## config.mk

```make
export PLATFORM = sky130hd
export DESIGN_NAME = bcd_adjust_decrement_unit
export DESIGN_NICKNAME = d
export VERILOG_FILES = /design/src/hdl/bcd_adjust_decrement_unit.v /design/src/hdl/decimal_adjust_calc.v /design/src/hdl/step_down_calc.v
export VERILOG_INCLUDE_DIRS = /design/src /design/src/hdl
export SDC_FILE = /design/constraint.sdc
export NUM_CORES = 1
export LEC_CHECK = 0
export ABC_AREA = 0
export BUFFER_PORTS_ARGS = -buffer_cell sky130_fd_sc_hd__buf_2
export CORE_MARGIN = 2
export CORE_UTILIZATION = 40
export CTS_CLUSTER_SIZE = 40
export DETAILED_ROUTE_END_ITERATION = 10
export HOLD_SLACK_MARGIN = 0.12
export PLACE_DENSITY = 0.69
export SYNTH_ARGS = -nofsm -noshare
export SYNTH_HDL_FRONTEND = slang
export SYNTH_SLANG_ARGS = --single-unit
export TNS_END_PERCENT = 20
```

## constraint.sdc

```tcl
create_clock -name clk_i -period 8.9 [get_ports clk_i]
set_input_delay 1.78 -clock clk_i [delete_from_list [all_inputs] [get_ports clk_i]]
set_output_delay 1.78 -clock clk_i [all_outputs]
set_load 0.01 [all_outputs]
```

## src/hdl/bcd_adjust_consts.vh

```
// constants for the decimal adjust and decrement unit
`ifndef BCD_ADJUST_CONSTS_VH
`define BCD_ADJUST_CONSTS_VH

// ********************************
// register byte addresses
// ********************************
`define ADDR_OPERAND_HI 5'h00
`define ADDR_OPERAND_LO 5'h04
`define ADDR_FLAGS 5'h08
`define ADDR_COMMAND 5'h0C
`define ADDR_MODE 5'h10
`define ADDR_MASK 5'h14
`define ADDR_PENDING 5'h18
`define ADDR_STATUS 5'h1C

// ********************************
// flag register bit positions
// ********************************
`define FLAG_C 7
`define FLAG_Z 6
`define FLAG_S 5
`define FLAG_V 4
`define FLAG_D 3
`define FLAG_H 2

// ********************************
// command codes
// ********************************
`define CMD_DECIMAL_ADJUST 2'h0
`define CMD_BYTE_STEP_DOWN 2'h1
`define CMD_WORD_STEP_DOWN 2'h2
`define CMD_INTERRUPT_GLOBAL_OFF 2'h3

// ********************************
// reset values
// ********************************
`define RST_OPERAND 8'h00
`define RST_FLAGS 8'h00
`define RST_MODE 8'h00
`define RST_MASK 8'h00
`define RST_PENDING 8'h00

// ********************************
// mode register, timing and bcd limits
// ********************************
`define MODE_GLOBAL_EN 0
`define CYCLES_SHORT 4'h4
`define CYCLES_LONG 4'h8
`define BCD_NINE 4'h9
`define BCD_MAX_BYTE 8'h99

`endif

```

## src/hdl/bcd_adjust_decrement_unit.v

```verilog
// decimal adjust, byte and word decrement, global interrupt off
`timescale 1ns/1ps
`include "bcd_adjust_consts.vh"
module bcd_adjust_decrement_unit (
  // clock and reset
  input wire clk_i,
  input wire rst_i,
  // wishbone slave
  input wire wb_cyc_i,
  input wire wb_stb_i,
  input wire wb_we_i,
  input wire [4:0] wb_adr_i,
  input wire [3:0] wb_sel_i,
  input wire [31:0] wb_dat_i,
  output reg [31:0] wb_dat_o,
  output reg wb_ack_o,
  // interrupt requests and service
  input wire [7:0] irq_req_i,
  input wire irq_taken_i,
  output reg irq_service_o,
  output reg [2:0] irq_index_o,
  // execution state
  output wire busy_o
);
  // ********************************
  // state
  // ********************************
  localparam ST_IDLE = 2'b01;
  localparam ST_EXEC = 2'b10;

  reg [1:0] state_q;
  reg [3:0] wait_q;
  reg [7:0] operand_hi_q;
  reg [7:0] operand_lo_q;
  reg [7:0] flags_q;
  reg [7:0] mode_q;
  reg [7:0] mask_q;
  reg [7:0] pending_q;
  reg [1:0] last_cmd_q;
  reg [7:0] op_count_q;
  reg [7:0] irq_meta_q;
  reg [7:0] irq_sync_q;
  reg [7:0] irq_prev_q;

  reg [7:0] pending_d;
  reg [2:0] index_d;
  reg service_d;
  reg [7:0] exec_hi_d;
  reg [7:0] exec_lo_d;
  reg [7:0] exec_flags_d;
  reg [7:0] exec_mode_d;
  reg [31:0] read_d;
  integer k;

  wire req = wb_cyc_i & wb_stb_i;
  wire bus_write = req & wb_we_i & wb_ack_o & wb_sel_i[0];
  wire cmd_write = bus_write & (wb_adr_i == `ADDR_COMMAND) & (state_q == ST_IDLE);
  wire [1:0] cmd = wb_dat_i[1:0];
  wire [7:0] irq_rise = irq_sync_q & ~irq_prev_q;

  assign busy_o = (state_q == ST_EXEC);

  // ********************************
  // datapath
  // ********************************
  wire [7:0] da_result;
  wire da_carry;
  wire [7:0] dec8_result;
  wire dec8_zero;
  wire dec8_sign;
  wire dec8_ovf;
  wire [15:0] dec16_result;
  wire dec16_zero;
  wire dec16_sign;
  wire dec16_ovf;

  // the d flag records whether the previous arithmetic was a subtraction
  decimal_adjust_calc u_adjust (
    .value_i(operand_hi_q),
    .carry_i(flags_q[`FLAG_C]),
    .half_i(flags_q[`FLAG_H]),
    .subtract_i(flags_q[`FLAG_D]),
    .result_o(da_result),
    .carry_o(da_carry)
  );

  step_down_calc #(.WIDTH(8)) u_byte_dec (
    .value_i(operand_hi_q),
    .result_o(dec8_result),
    .zero_o(dec8_zero),
    .sign_o(dec8_sign),
    .overflow_o(dec8_ovf)
  );

  // upper byte sits at the lower address
  step_down_calc #(.WIDTH(16)) u_word_dec (
    .value_i({operand_hi_q, operand_lo_q}),
    .result_o(dec16_result),
    .zero_o(dec16_zero),
    .sign_o(dec16_sign),
    .overflow_o(dec16_ovf)
  );

  // ********************************
  // instruction results
  // ********************************
  // each command starts from the current registers, so flags that a
  // command leaves alone simply carry over
  always @* begin
    exec_hi_d = operand_hi_q;
    exec_lo_d = operand_lo_q;
    exec_flags_d = flags_q;
    exec_mode_d = mode_q;
    case (cmd)
      `CMD_DECIMAL_ADJUST: begin
        exec_hi_d = da_result;
        exec_flags_d[`FLAG_C] = da_carry;
        exec_flags_d[`FLAG_Z] = (da_result == 8'h00);
        exec_flags_d[`FLAG_S] = da_result[7];
      end
      `CMD_BYTE_STEP_DOWN: begin
        exec_hi_d = dec8_result;
        exec_flags_d[`FLAG_Z] = dec8_zero;
        exec_flags_d[`FLAG_S] = dec8_sign;
        exec_flags_d[`FLAG_V] = dec8_ovf;
      end
      `CMD_WORD_STEP_DOWN: begin
        exec_hi_d = dec16_result[15:8];
        exec_lo_d = dec16_result[7:0];
        exec_flags_d[`FLAG_Z] = dec16_zero;
        exec_flags_d[`FLAG_S] = dec16_sign;
        exec_flags_d[`FLAG_V] = dec16_ovf;
      end
      `CMD_INTERRUPT_GLOBAL_OFF: begin
        // condition flags stay as they are
        exec_mode_d[`MODE_GLOBAL_EN] = 1'b0;
      end
      default: begin
        exec_mode_d = mode_q;
      end
    endcase
  end

  // ********************************
  // execution and registers
  // ********************************
  always @(posedge clk_i) begin
    if (rst_i) begin
      state_q <= ST_IDLE;
      wait_q <= 4'h0;
      operand_hi_q <= `RST_OPERAND;
      operand_lo_q <= `RST_OPERAND;
      flags_q <= `RST_FLAGS;
      mode_q <= `RST_MODE;
      mask_q <= `RST_MASK;
      last_cmd_q <= `CMD_DECIMAL_ADJUST;
      op_count_q <= 8'h00;
    end else begin
      case (state_q)
        ST_IDLE: begin
          if (bus_write) begin
            case (wb_adr_i)
              `ADDR_OPERAND_HI: operand_hi_q <= wb_dat_i[7:0];
              `ADDR_OPERAND_LO: operand_lo_q <= wb_dat_i[7:0];
              `ADDR_FLAGS: flags_q <= wb_dat_i[7:0];
              `ADDR_MODE: mode_q <= wb_dat_i[7:0];
              `ADDR_MASK: mask_q <= wb_dat_i[7:0];
              default: mode_q <= mode_q;
            endcase
          end
          if (cmd_write) begin
            state_q <= ST_EXEC;
            last_cmd_q <= cmd;
            op_count_q <= op_count_q + 8'h01;
            // the word step takes twice the cycles of the others
            wait_q <= (cmd == `CMD_WORD_STEP_DOWN) ? `CYCLES_LONG - 4'h1
                                                   : `CYCLES_SHORT - 4'h1;
            operand_hi_q <= exec_hi_d;
            operand_lo_q <= exec_lo_d;
            flags_q <= exec_flags_d;
            mode_q <= exec_mode_d;
          end
        end
        ST_EXEC: begin
          // operand, flag, mode and mask writes are dropped while an instruction runs
          if (wait_q == 4'h0) begin
            state_q <= ST_IDLE;
          end else begin
            wait_q <= wait_q - 4'h1;
          end
        end
        default: begin
          state_q <= ST_IDLE;
        end
      endcase
    end
  end

  // ********************************
  // interrupt pending and service
  // ********************************
  always @(posedge clk_i) begin
    if (rst_i) begin
      irq_meta_q <= 8'h00;
      irq_sync_q <= 8'h00;
      irq_prev_q <= 8'h00;
    end else begin
      irq_meta_q <= irq_req_i;
      irq_sync_q <= irq_meta_q;
      irq_prev_q <= irq_sync_q;
    end
  end

  always @* begin
    pending_d = pending_q;
    if (bus_write && (wb_adr_i == `ADDR_PENDING)) begin
      pending_d = pending_d & ~wb_dat_i[7:0];
    end
    // a taken pulse only counts while service is offered
    if (irq_taken_i && irq_service_o) begin
      pending_d[irq_index_o] = 1'b0;
    end
    // a new request wins over a clear in the same cycle
    pending_d = pending_d | irq_rise;
  end

  // lowest numbered pending bit wins the service slot
  always @* begin
    index_d = 3'h0;
    service_d = 1'b0;
    for (k = 7; k >= 0; k = k - 1) begin
      if (pending_q[k] && mask_q[k]) begin
        index_d = k[2:0];
        service_d = 1'b1;
      end
    end
    // pending bits still collect while servicing is off
    service_d = service_d & mode_q[`MODE_GLOBAL_EN];
  end

  always @(posedge clk_i) begin
    if (rst_i) begin
      pending_q <= `RST_PENDING;
      irq_service_o <= 1'b0;
      irq_index_o <= 3'h0;
    end else begin
      pending_q <= pending_d;
      irq_service_o <= service_d & ~(irq_taken_i & irq_service_o);
      irq_index_o <= index_d;
    end
  end

  // ********************************
  // register read mux
  // ********************************
  // command register is write only and reads as zero
  always @* begin
    case (wb_adr_i)
      `ADDR_OPERAND_HI: read_d = {24'h000000, operand_hi_q};
      `ADDR_OPERAND_LO: read_d = {24'h000000, operand_lo_q};
      `ADDR_FLAGS: read_d = {24'h000000, flags_q};
      `ADDR_MODE: read_d = {24'h000000, mode_q};
      `ADDR_MASK: read_d = {24'h000000, mask_q};
      `ADDR_PENDING: read_d = {24'h000000, pending_q};
      // count in 15:8, last command in 2:1, busy in 0
      `ADDR_STATUS: read_d = {16'h0000, op_count_q, 5'h00, last_cmd_q, busy_o};
      default: read_d = 32'h00000000;
    endcase
  end

  // ********************************
  // wishbone answer
  // ********************************
  always @(posedge clk_i) begin
    if (rst_i) begin
      wb_ack_o <= 1'b0;
      wb_dat_o <= 32'h00000000;
    end else begin
      wb_ack_o <= req & ~wb_ack_o;
      if (req && !wb_ack_o) begin
        wb_dat_o <= read_d;
      end else begin
        wb_dat_o <= 32'h00000000;
      end
    end
  end
endmodule

```

## src/hdl/decimal_adjust_calc.v

```verilog
// bcd correction of a byte after addition or subtraction
`timescale 1ns/1ps
`include "bcd_adjust_consts.vh"
module decimal_adjust_calc (
  // operand and incoming flags
  input wire [7:0] value_i,
  input wire carry_i,
  input wire half_i,
  input wire subtract_i,
  // result
  output reg [7:0] result_o,
  output reg carry_o
);
  reg low_fix;
  reg high_fix;
  reg [7:0] addend;

  always @* begin
    low_fix = 1'b0;
    high_fix = 1'b0;
    addend = 8'h00;
    carry_o = carry_i;
    if (!subtract_i) begin
      low_fix = half_i | (value_i[3:0] > `BCD_NINE);
      // above 99 the high digit overflows once the low fix is applied
      high_fix = carry_i | (value_i > `BCD_MAX_BYTE);
      addend = {1'b0, high_fix, high_fix, 1'b0, 1'b0, low_fix, low_fix, 1'b0};
      carry_o = high_fix;
    end else begin
      case ({carry_i, half_i})
        2'b01: addend = 8'hFA;
        2'b10: addend = 8'hA0;
        2'b11: addend = 8'h9A;
        default: addend = 8'h00;
      endcase
    end
    result_o = value_i + addend;
  end
endmodule

```

## src/hdl/step_down_calc.v

```verilog
// decrement by one with zero, sign and overflow results
`timescale 1ns/1ps
module step_down_calc #(
  parameter WIDTH = 8
) (
  // operand
  input wire [WIDTH-1:0] value_i,
  // result and flags
  output wire [WIDTH-1:0] result_o,
  output wire zero_o,
  output wire sign_o,
  output wire overflow_o
);
  // zero wraps naturally: zero in gives all ones out
  assign result_o = value_i - {{(WIDTH-1){1'b0}}, 1'b1};
  assign zero_o = (result_o == {WIDTH{1'b0}});
  assign sign_o = result_o[WIDTH-1];
  // only the most negative value can overflow downward
  assign overflow_o = value_i[WIDTH-1] & ~result_o[WIDTH-1];
endmodule
```

==> results of run 1 <==
==> final cells by class <==
class | count | area (µm²)
flip-flops and latches | 109 | 2180
inverters | 31 | 116
multi-input cells | 513 | 3210
well taps | 180 | 225
repair buffers | 53 | 275
clock inverters | 7 | 61.3
clock buffers | 9 | 225
diodes | 1 | 2.50
fillers | 1402 | 7640
==> path summary, 6_finish.rpt <==
| check | slack, ns | endpoint | from | cells after the start |
|---|---|---|---|---|
| min | 0.44 | irq_sync_q[1] | irq_meta_q[1] | 1 |
| max reg2reg | 5.01 | flags_q[6] | operand_hi_q[0] | 15 |
| max | 5.01 | flags_q[6] | operand_hi_q[0] | 15 |
| min reg2reg | 0.44 | irq_sync_q[1] | irq_meta_q[1] | 1 |
==> kinds of logic (layout without fill, tap and decap cells) <==
kind of cell	after synthesis	after routing	share of synthesized area [%]
AO/OA/AOI/OAI	189	189	22.2
XOR/XNOR	17	17	2.60
adder cells (fa/ha/maj)	20	20	4.51
buffers and inverters	86	100	6.96
flip-flops	109	109	38.1
multiplexers	13	13	2.27
other	1	17	0.0656
AND/OR/NAND/NOR	258	258	23.2
==> flip-flops by register name, summed over array words and instances, names as in the netlist, 4 cells and up <==
register      count
wb_dat_o         16
flags_q           8
irq_meta_q        8
irq_prev_q        8
irq_sync_q        8
mask_q            8
mode_q            8
op_count_q        8
operand_hi_q      8
operand_lo_q      8
pending_q         8
wait_q            4
==> worst max-delay path: stages (launching register included) <==
cell	delay, ns
dfxtp_1	0.60
inv_1	0.21
ha_1	0.32
o21bai_1	0.25
a21oi_1	0.09
or2_2	0.33
nand2b_1	0.09
ha_1	0.17
inv_1	0.06
fa_1	0.39
nor2b_1	0.16
o31a_1	0.20
a21oi_1	0.10
nor4_1	0.34
o211ai_1	0.23
a211oi_1	0.24
==> layout by cell type, fill, tap and decap left out, types with 3 or more instances in the layout <==
cell / synthesis / final
dfxtp_1: 109 / 109
nor2_1: 65 / 65
nand2_1: 57 / 57
a21oi_1: 53 / 53
buf_2: 6 / 49
nor2b_1: 32 / 32
inv_1: 31 / 31
o21ai_0: 27 / 27
a22oi_1: 23 / 23
ha_1: 19 / 19
conb_1: 1 / 16
nor3_1: 15 / 15
and3_1: 13 / 13
mux2i_1: 13 / 13
nand2b_1: 12 / 12
nand3_1: 12 / 12
a31oi_1: 12 / 12
a211oi_1: 11 / 11
a21o_1: 9 / 9
xor2_1: 9 / 9
clkbuf_16: 0 / 9
or3_1: 8 / 8
nor4_1: 8 / 8
xnor2_1: 8 / 8
or2_2: 7 / 7
nand3b_1: 7 / 7
a221oi_1: 7 / 7
nand4_1: 6 / 6
o211ai_1: 5 / 5
a311oi_1: 5 / 5
o31ai_1: 5 / 5
buf_4: 16 / 4
o21bai_1: 3 / 3
nor3_2: 3 / 3
a222oi_1: 3 / 3
a41oi_1: 3 / 3
o221ai_1: 3 / 3
clkinvlp_4: 0 / 3
==> metal layers <==
metal / part of all wire (%) / up-vias / routed length [µm]
met4: 3.5 / 0 / 524
li1: - / 2494 / -
met2: 44 / 217 / 6590
met1: 43 / 2332 / 6460
met3: 9.3 / 39 / 1400
met5: 0 / - / 0
==> metrics by stage <==
stage	util (%)	area (µm²)	setup WS, ns	hold WS [ns]	power (mW)
after detailed placement	43.1	6000	4.76	0.424	0.561
after CTS	45.1	6290	5.13	0.442	0.945
after global placement	43.1	6000	4.80	0.420	0.560
after floorplan	-	5780	5.33	0.414	0.545
after global routing	45.2	6290	4.79	0.462	0.971
final	45.2	6290	5.01	0.437	0.935
==> power by group <==
| part | internal [mW] | switching [mW] |
|---|---|---|
| Combinational | 0.0165 | 0.0364 |
| Clock | 0.194 | 0.191 |
| Sequential | 0.494 | 0.00363 |
==> impl_summary.md, run 1 <==
Outcome
The run finished with clean final reports.

Timing
The transition time of the tightest slew-check pin is 1.09 ns. Setup repair after global routing left no endpoint under its margin. The clock arrives with 0.00743 ns of skew. The clock period minus final worst setup slack is 3.89 ns. Headroom to the max-slew limit came out at 27.0%. The worst path uses 43.7% of the clock period. For this run, the top clock speed supported by timing is 257 MHz. Setup violations remaining at the end of the flow were counted as 0. The number of pins with negative max-slew slack in the final report was 0. The number of failing hold endpoints at the final stage is 0.

For the final routed database, the setup TNS stands at 0 ns.

Clock network
The H-tree generated during clock tree synthesis spans 3 levels. Gates resized during post-CTS repair numbered 0. The number of hold buffers added after CTS was 0. The CTS sink count is 109. TritonCTS built the clock tree. The register clock-pin slew on the reported worst setup and hold paths is 0.08 ns.

In this run the post-CTS setup repair buffer count came out at 0. The number of buffers created by CTS is 9. In this run the deepest clock path goes through 2 buffers. The buffer type at the clock tree root is clkbuf_16. The clock latency at the later pin of the worst-skew pair is 0.36 ns.

Placement
Routability-driven placement finished with a final weighted congestion of 0.940. The estimated wirelength of the detail-placed design is 10800 µm. The number of buffers added on ports is 49. Once placement completed, the tool counted placed cells totaling 886.

Logic synthesis
The sequential-to-total area share from yosys stat is 38.1%. The number of register bits inferred by synthesis is 109. The post-synthesis cell count is 693.

By count the netlist is led by dfxtp_1 (109), nor2_1 (65), nand2_1 (57). By area the synthesized netlist is led by dfxtp_1 (38%), a21oi_1 (4.6%), nor2_1 (4.3%). Counting flops with a built-in enable in the synthesized netlist gives 0. The average size of a mapped cell is 8.25 µm².

The synthesized design spends more area on one cell type than any other, namely dfxtp_1. The most repeated cell in the gate-level netlist after synthesis is dfxtp_1. Yosys printed 0 warnings. The top cell type's share of synthesized area is 38.1%. After synthesis the cells add up to 0.00572 mm².

The dominant synthesized flop cell is dfxtp_1. The async set-or-reset flop fraction in the synthesized netlist is 0%. In this run, distinct cell masters in the synthesized netlist total 64.

Global route
After global routing the overflow that remains totals 0. Global routing used 20.3% of the available tracks. In the global route stage, met2 resource usage came out at 31.1%. The most utilized layer in the global route result is met2.

The via count of the first global-routing pass is 4642. Entering global routing, the biggest net connects 83 pins. In the global route stage, met1 resource usage came out at 26.7%. The first global-routing pass estimated 23900 µm of wire. Global routing used 5.72% of the available met3 tracks.

The number of antenna violations at the first check in global routing is 1.

Hold path
The min-delay analysis places its worst path in the category reg2reg.

Pwr
VDD sags by at most 89.2 µV. The analysis attributes to cell leakage a power of 2.39 nW. The power density normalized to cell area is 149 mW/mm².

Route
The routed length per instance is 16.6 µm. The final antenna-violating net count is 0. The pre-antenna-repair detailed-routing pass consisted of 6 iterations. For this block, the routed nets add up to 15000 µm of wire.

After detailed routing, the number of vias per cell comes to 5.63. The number of remaining DRC errors is 0. The iteration-0 DRC count of the detailed router is 587. Summing over every cut layer, the via total after detailed routing is 5082.

Setup path
The critical setup path kind is reg2reg. Data on the critical path arrives at its endpoint at 4.16 ns. At the worst endpoint, the required time is 9.17 ns. The worst setup path is captured at a register. STA classifies the critical path startpoint as a register. The maximum fanout count along the critical path is 10.

Cells and area
Compared with the post-synthesis result, the final layout area differs by 10.0%. After the flow finishes, the layout carries non-filler instances totaling 903. At the end of the flow, the number of nets in the layout was 792. The proportion of layout cells with a drive suffix above 1 is 11.8%.

Floorplanning
The overall die width is 124 µm. The floorplan has 43 rows. In this run the count of I/O pins placed on the die edge is 93. The floorplan step defined a die boundary enclosing 0.0153 mm². The region available for standard cell placement spans 0.0139 mm². Once the floorplan was initialized, standard cells occupied 41.1% of the core. The die outline height is 124 µm.

Job
The max-cap violation count is 0.
(Power assumes the default switching activity.)
==> run 2, diff against run 1 <==
==> constraint.sdc (replaced) <==
create_clock -name clk_i -period 3.8 [get_ports clk_i]
set_input_delay 0.76 -clock clk_i [delete_from_list [all_inputs] [get_ports clk_i]]
set_output_delay 0.76 -clock clk_i [all_outputs]
set_load 0.01 [all_outputs]
==> impl_summary.md, run 2 (synthesis results as in run 1) <==
Setup path
The number of cells on the critical path was 14 (was 15). The worst path arrival time is 3.41 ns (was 4.16 ns). The maximum fanout count along the critical path is 9 (was 10).

The slowest cell on the critical path is a311o_1 (was dfxtp_1). The required time at the worst-slack endpoint is 4.02 ns (was 9.17 ns). The kind of end point of the critical path is a register (unchanged). Cell breakdown of the critical path: buf_4 -> ha_1 -> o21bai_1 -> a311o_1 -> a21oi_1 -> nor2b_1 -> a21oi_1 -> ha_1 -> o21a_1 -> o31a_1 -> or3_1 -> a311o_1 -> o211ai_1 -> a31oi_1 (was inv_1 -> ha_1 -> o21bai_1 -> a21oi_1 -> or2_2 -> nand2b_1 -> ha_1 -> inv_1 -> fa_1 -> nor2b_1 -> o31a_1 -> a21oi_1 -> nor4_1 -> o211ai_1 -> a211oi_1). The maximum cell stage delay along the critical path was 0.37 ns (was 0.60 ns). The dominant delay contributor by cell family on the critical path is compound AO/OA/AOI/OAI gates (unchanged). The total buffers and inverters traversed by the critical path came to 1 (was 2).

The category of the worst setup path launch point is a register (unchanged). The critical setup path kind was reg2reg (unchanged). The count of cells along the worst register-to-register path is 14 (was 15).

Placement
The number of buffers added on ports is 49 (unchanged). The estimated wirelength of the detail-placed design is 11200 µm (was 10800 µm). The weighted congestion reported at the end of routability-driven placement is 0.950 (was 0.940). The placed standard-cell area is 0.00611 mm² (was 0.00600 mm²).

Route
The detailed-routing iteration count for the pre-antenna-repair pass was 5 (was 6). The final antenna-violating net count is 0 (unchanged). The detailed-route via count was 5216 (was 5082). The routed length per instance came to 16.9 µm (was 16.6 µm). The iteration-0 DRC count of the detailed router is 556 (was 587). The via count normalized by instance count was 5.71 (was 5.63).

The sum of routed wire length over all layers is 15400 µm (was 15000 µm). The number of remaining DRC errors came to 0 (unchanged).

Pwr
The clock network power share is 40.7% (was 41.1%). The largest voltage drop on the vdd net came to 289 µV (was 89.2 µV). The power density normalized to cell area is 341 mW/mm² (was 149 mW/mm²).

The switching power share of the total is 24.3% (was 24.7%). The post-layout total power is 2.18 mW (was 935 µW). The logic gate share of total power is 5.8% (was 5.7%).

The switching power is 529 µW (was 231 µW). The share of power burned in registers was 53.5% (was 53.2%). The internal cell power is 1.65 mW (was 704 µW). The static leakage is 2.46 nW (was 2.39 nW).

Cells and area
The commonest non-fill, non-tap cell in the layout is dfxtp_1 (unchanged). The register ranked first by flip-flop count is wb_dat_o (unchanged). The final design utilization came to 45.8% (was 45.2%). Commonest cells after routing, fill and taps aside: dfxtp_1 (109), nor2_1 (65), nand2_1 (57) (unchanged). The area added between synthesis and finish is 11.6% (was 10.0%). The total non-filler cell area in the finished layout was 0.00638 mm² (was 0.00629 mm²). The count of inserted antenna diode cells was 0 (was 1). The number of flip-flops under the largest register name came to 16 (unchanged). The final layout net count is 804 (was 792). The number of filler cells placed in the layout is 1378 (was 1402).

The proportion of layout cells with a drive suffix above 1 came to 13.1% (was 11.8%).

Clock network
The number of buffers created by CTS is 9 (unchanged). The CTS sink count is 109 (unchanged). The clock latency at the later pin of the worst-skew pair is 0.36 ns (about the same). The maximum root-to-sink buffer count is 2 (unchanged). The register clock-pin slew on the reported worst setup and hold paths came to 0.08 ns (about the same). The post-CTS resize count is 0 (unchanged). The clock tree from TritonCTS is built (unchanged). The H-tree depth was 3 (unchanged). The number of hold buffers added after cts is 0 (unchanged).

The number of post-CTS setup repair buffers is 0 (unchanged). The buffer type at the clock tree root is clkbuf_16 (unchanged).

Global route
The number of antenna violations at the first check in global routing is 0 (was 1). The wire length of the first global-routing pass was 25100 µm (was 23900 µm). The via count of the first global-routing pass is 4756 (was 4642). The pin count of the biggest net entering global routing was 91 (was 83).

The global-route congestion overflow total is 0 (unchanged). The global-route total usage across every layer came to 21.3% (was 20.3%).

Timing
The final-layout setup total negative slack came to 0 ns (unchanged). The worst-case hold slack is 0.433 ns (was 0.437 ns). The transition time of the tightest slew-check pin came to 0.926 ns (was 1.09 ns). The timing-limited maximum frequency came to 314 MHz (was 257 MHz). The relative slew slack is 38.0% (was 27.0%). The number of failing hold endpoints at the final stage is 0 (unchanged). The worst clock skew is 0.00886 ns (was 0.00743 ns). The period utilization is 83.9% (was 43.7%).

The count of final setup violators is 0 (unchanged). Setup repair after global routing missed its margin: false (unchanged). The number of pins with negative max-slew slack in the final report came to 0 (unchanged). The clock period minus final worst setup slack is 3.19 ns (was 3.89 ns).

Floorplanning
The die outline height is 124 µm (unchanged). The placeable core region is 0.0139 mm² (unchanged). The number of standard-cell rows in the floorplan came to 43 (unchanged). The total die area is 0.0153 mm² (unchanged). The effective utilization at floorplan was 41.1% (unchanged). The overall die width is 124 µm (unchanged).

The I/O pin count is 93 (unchanged).

Hold path
The depth of the worst hold-timing path is 1 (unchanged). The worst min-delay path category is reg2reg (unchanged).

Outcome
Outcome: completed (unchanged).

Job
The max-cap violation count is 0 (unchanged).
[run 2: final timing paths]
| path | slack (ns) | startpoint | to |
|---|---|---|---|
| max | 0.61 | operand_hi_q[0] | flags_q[5] |
| min | 0.43 | irq_meta_q[4] | irq_sync_q[4] |
| max reg2reg | 0.61 | operand_hi_q[0] | flags_q[5] |
| min reg2reg | 0.43 | irq_meta_q[4] | irq_sync_q[4] |
[run 2: worst reg2reg max path, stage by stage, from the launching register on]
cell      delay [ns]
dfxtp_1         0.33
buf_4           0.18
ha_1            0.19
o21bai_1        0.08
a311o_1         0.37
a21oi_1         0.21
nor2b_1         0.19
a21oi_1         0.08
ha_1            0.33
o21a_1          0.11
o31a_1          0.13
or3_1           0.33
a311o_1         0.32
o211ai_1        0.11
a31oi_1         0.11
[run 2: area by class of cell]
| class | count | area [µm²] | share of cell area, % |
|---|---|---|---|
| Clock buffer | 10 | 229 | 3.59 |
| Sequential cell | 109 | 2180 | 34.2 |
| Multi-Input combinational cell | 513 | 3210 | 50.2 |
| Inverter | 31 | 116 | 1.82 |
| Timing Repair Buffer | 65 | 378 | 5.92 |
| Tap cell | 180 | 225 | 3.53 |
| Clock inverter | 6 | 46.3 | 0.725 |
[run 2: per-layer routing]
layer	track usage, %	up-vias	part of all wire [%]
met5	0	-	0
met4	6.46	0	1.9
met3	4.62	24	8.2
met2	33.7	235	46
met1	28.9	2433	44
li1	-	2524	-
[run 2: power by group through the flow]
stage / Combinational (mW) / Clock (mW) / Sequential [mW]
detailed placement: 0.125 / 0 / 1.19
floorplan: 0.0886 / 0 / 1.19
global placement: 0.125 / 0 / 1.19
finish: 0.127 / 0.885 / 1.17
global route: 0.139 / 0.947 / 1.17
CTS: 0.125 / 0.906 / 1.17
[run 2: stage by stage]
| stage | worst slack [ns] | cells |
|---|---|---|
| after floorplan | 0.646 | 708 |
| after CTS | 0.637 | 914 |
| after global placement | 0.703 | 898 |
| after detailed placement | 0.652 | 898 |
| after global routing | 0.325 | 914 |
| final | 0.612 | 914 |
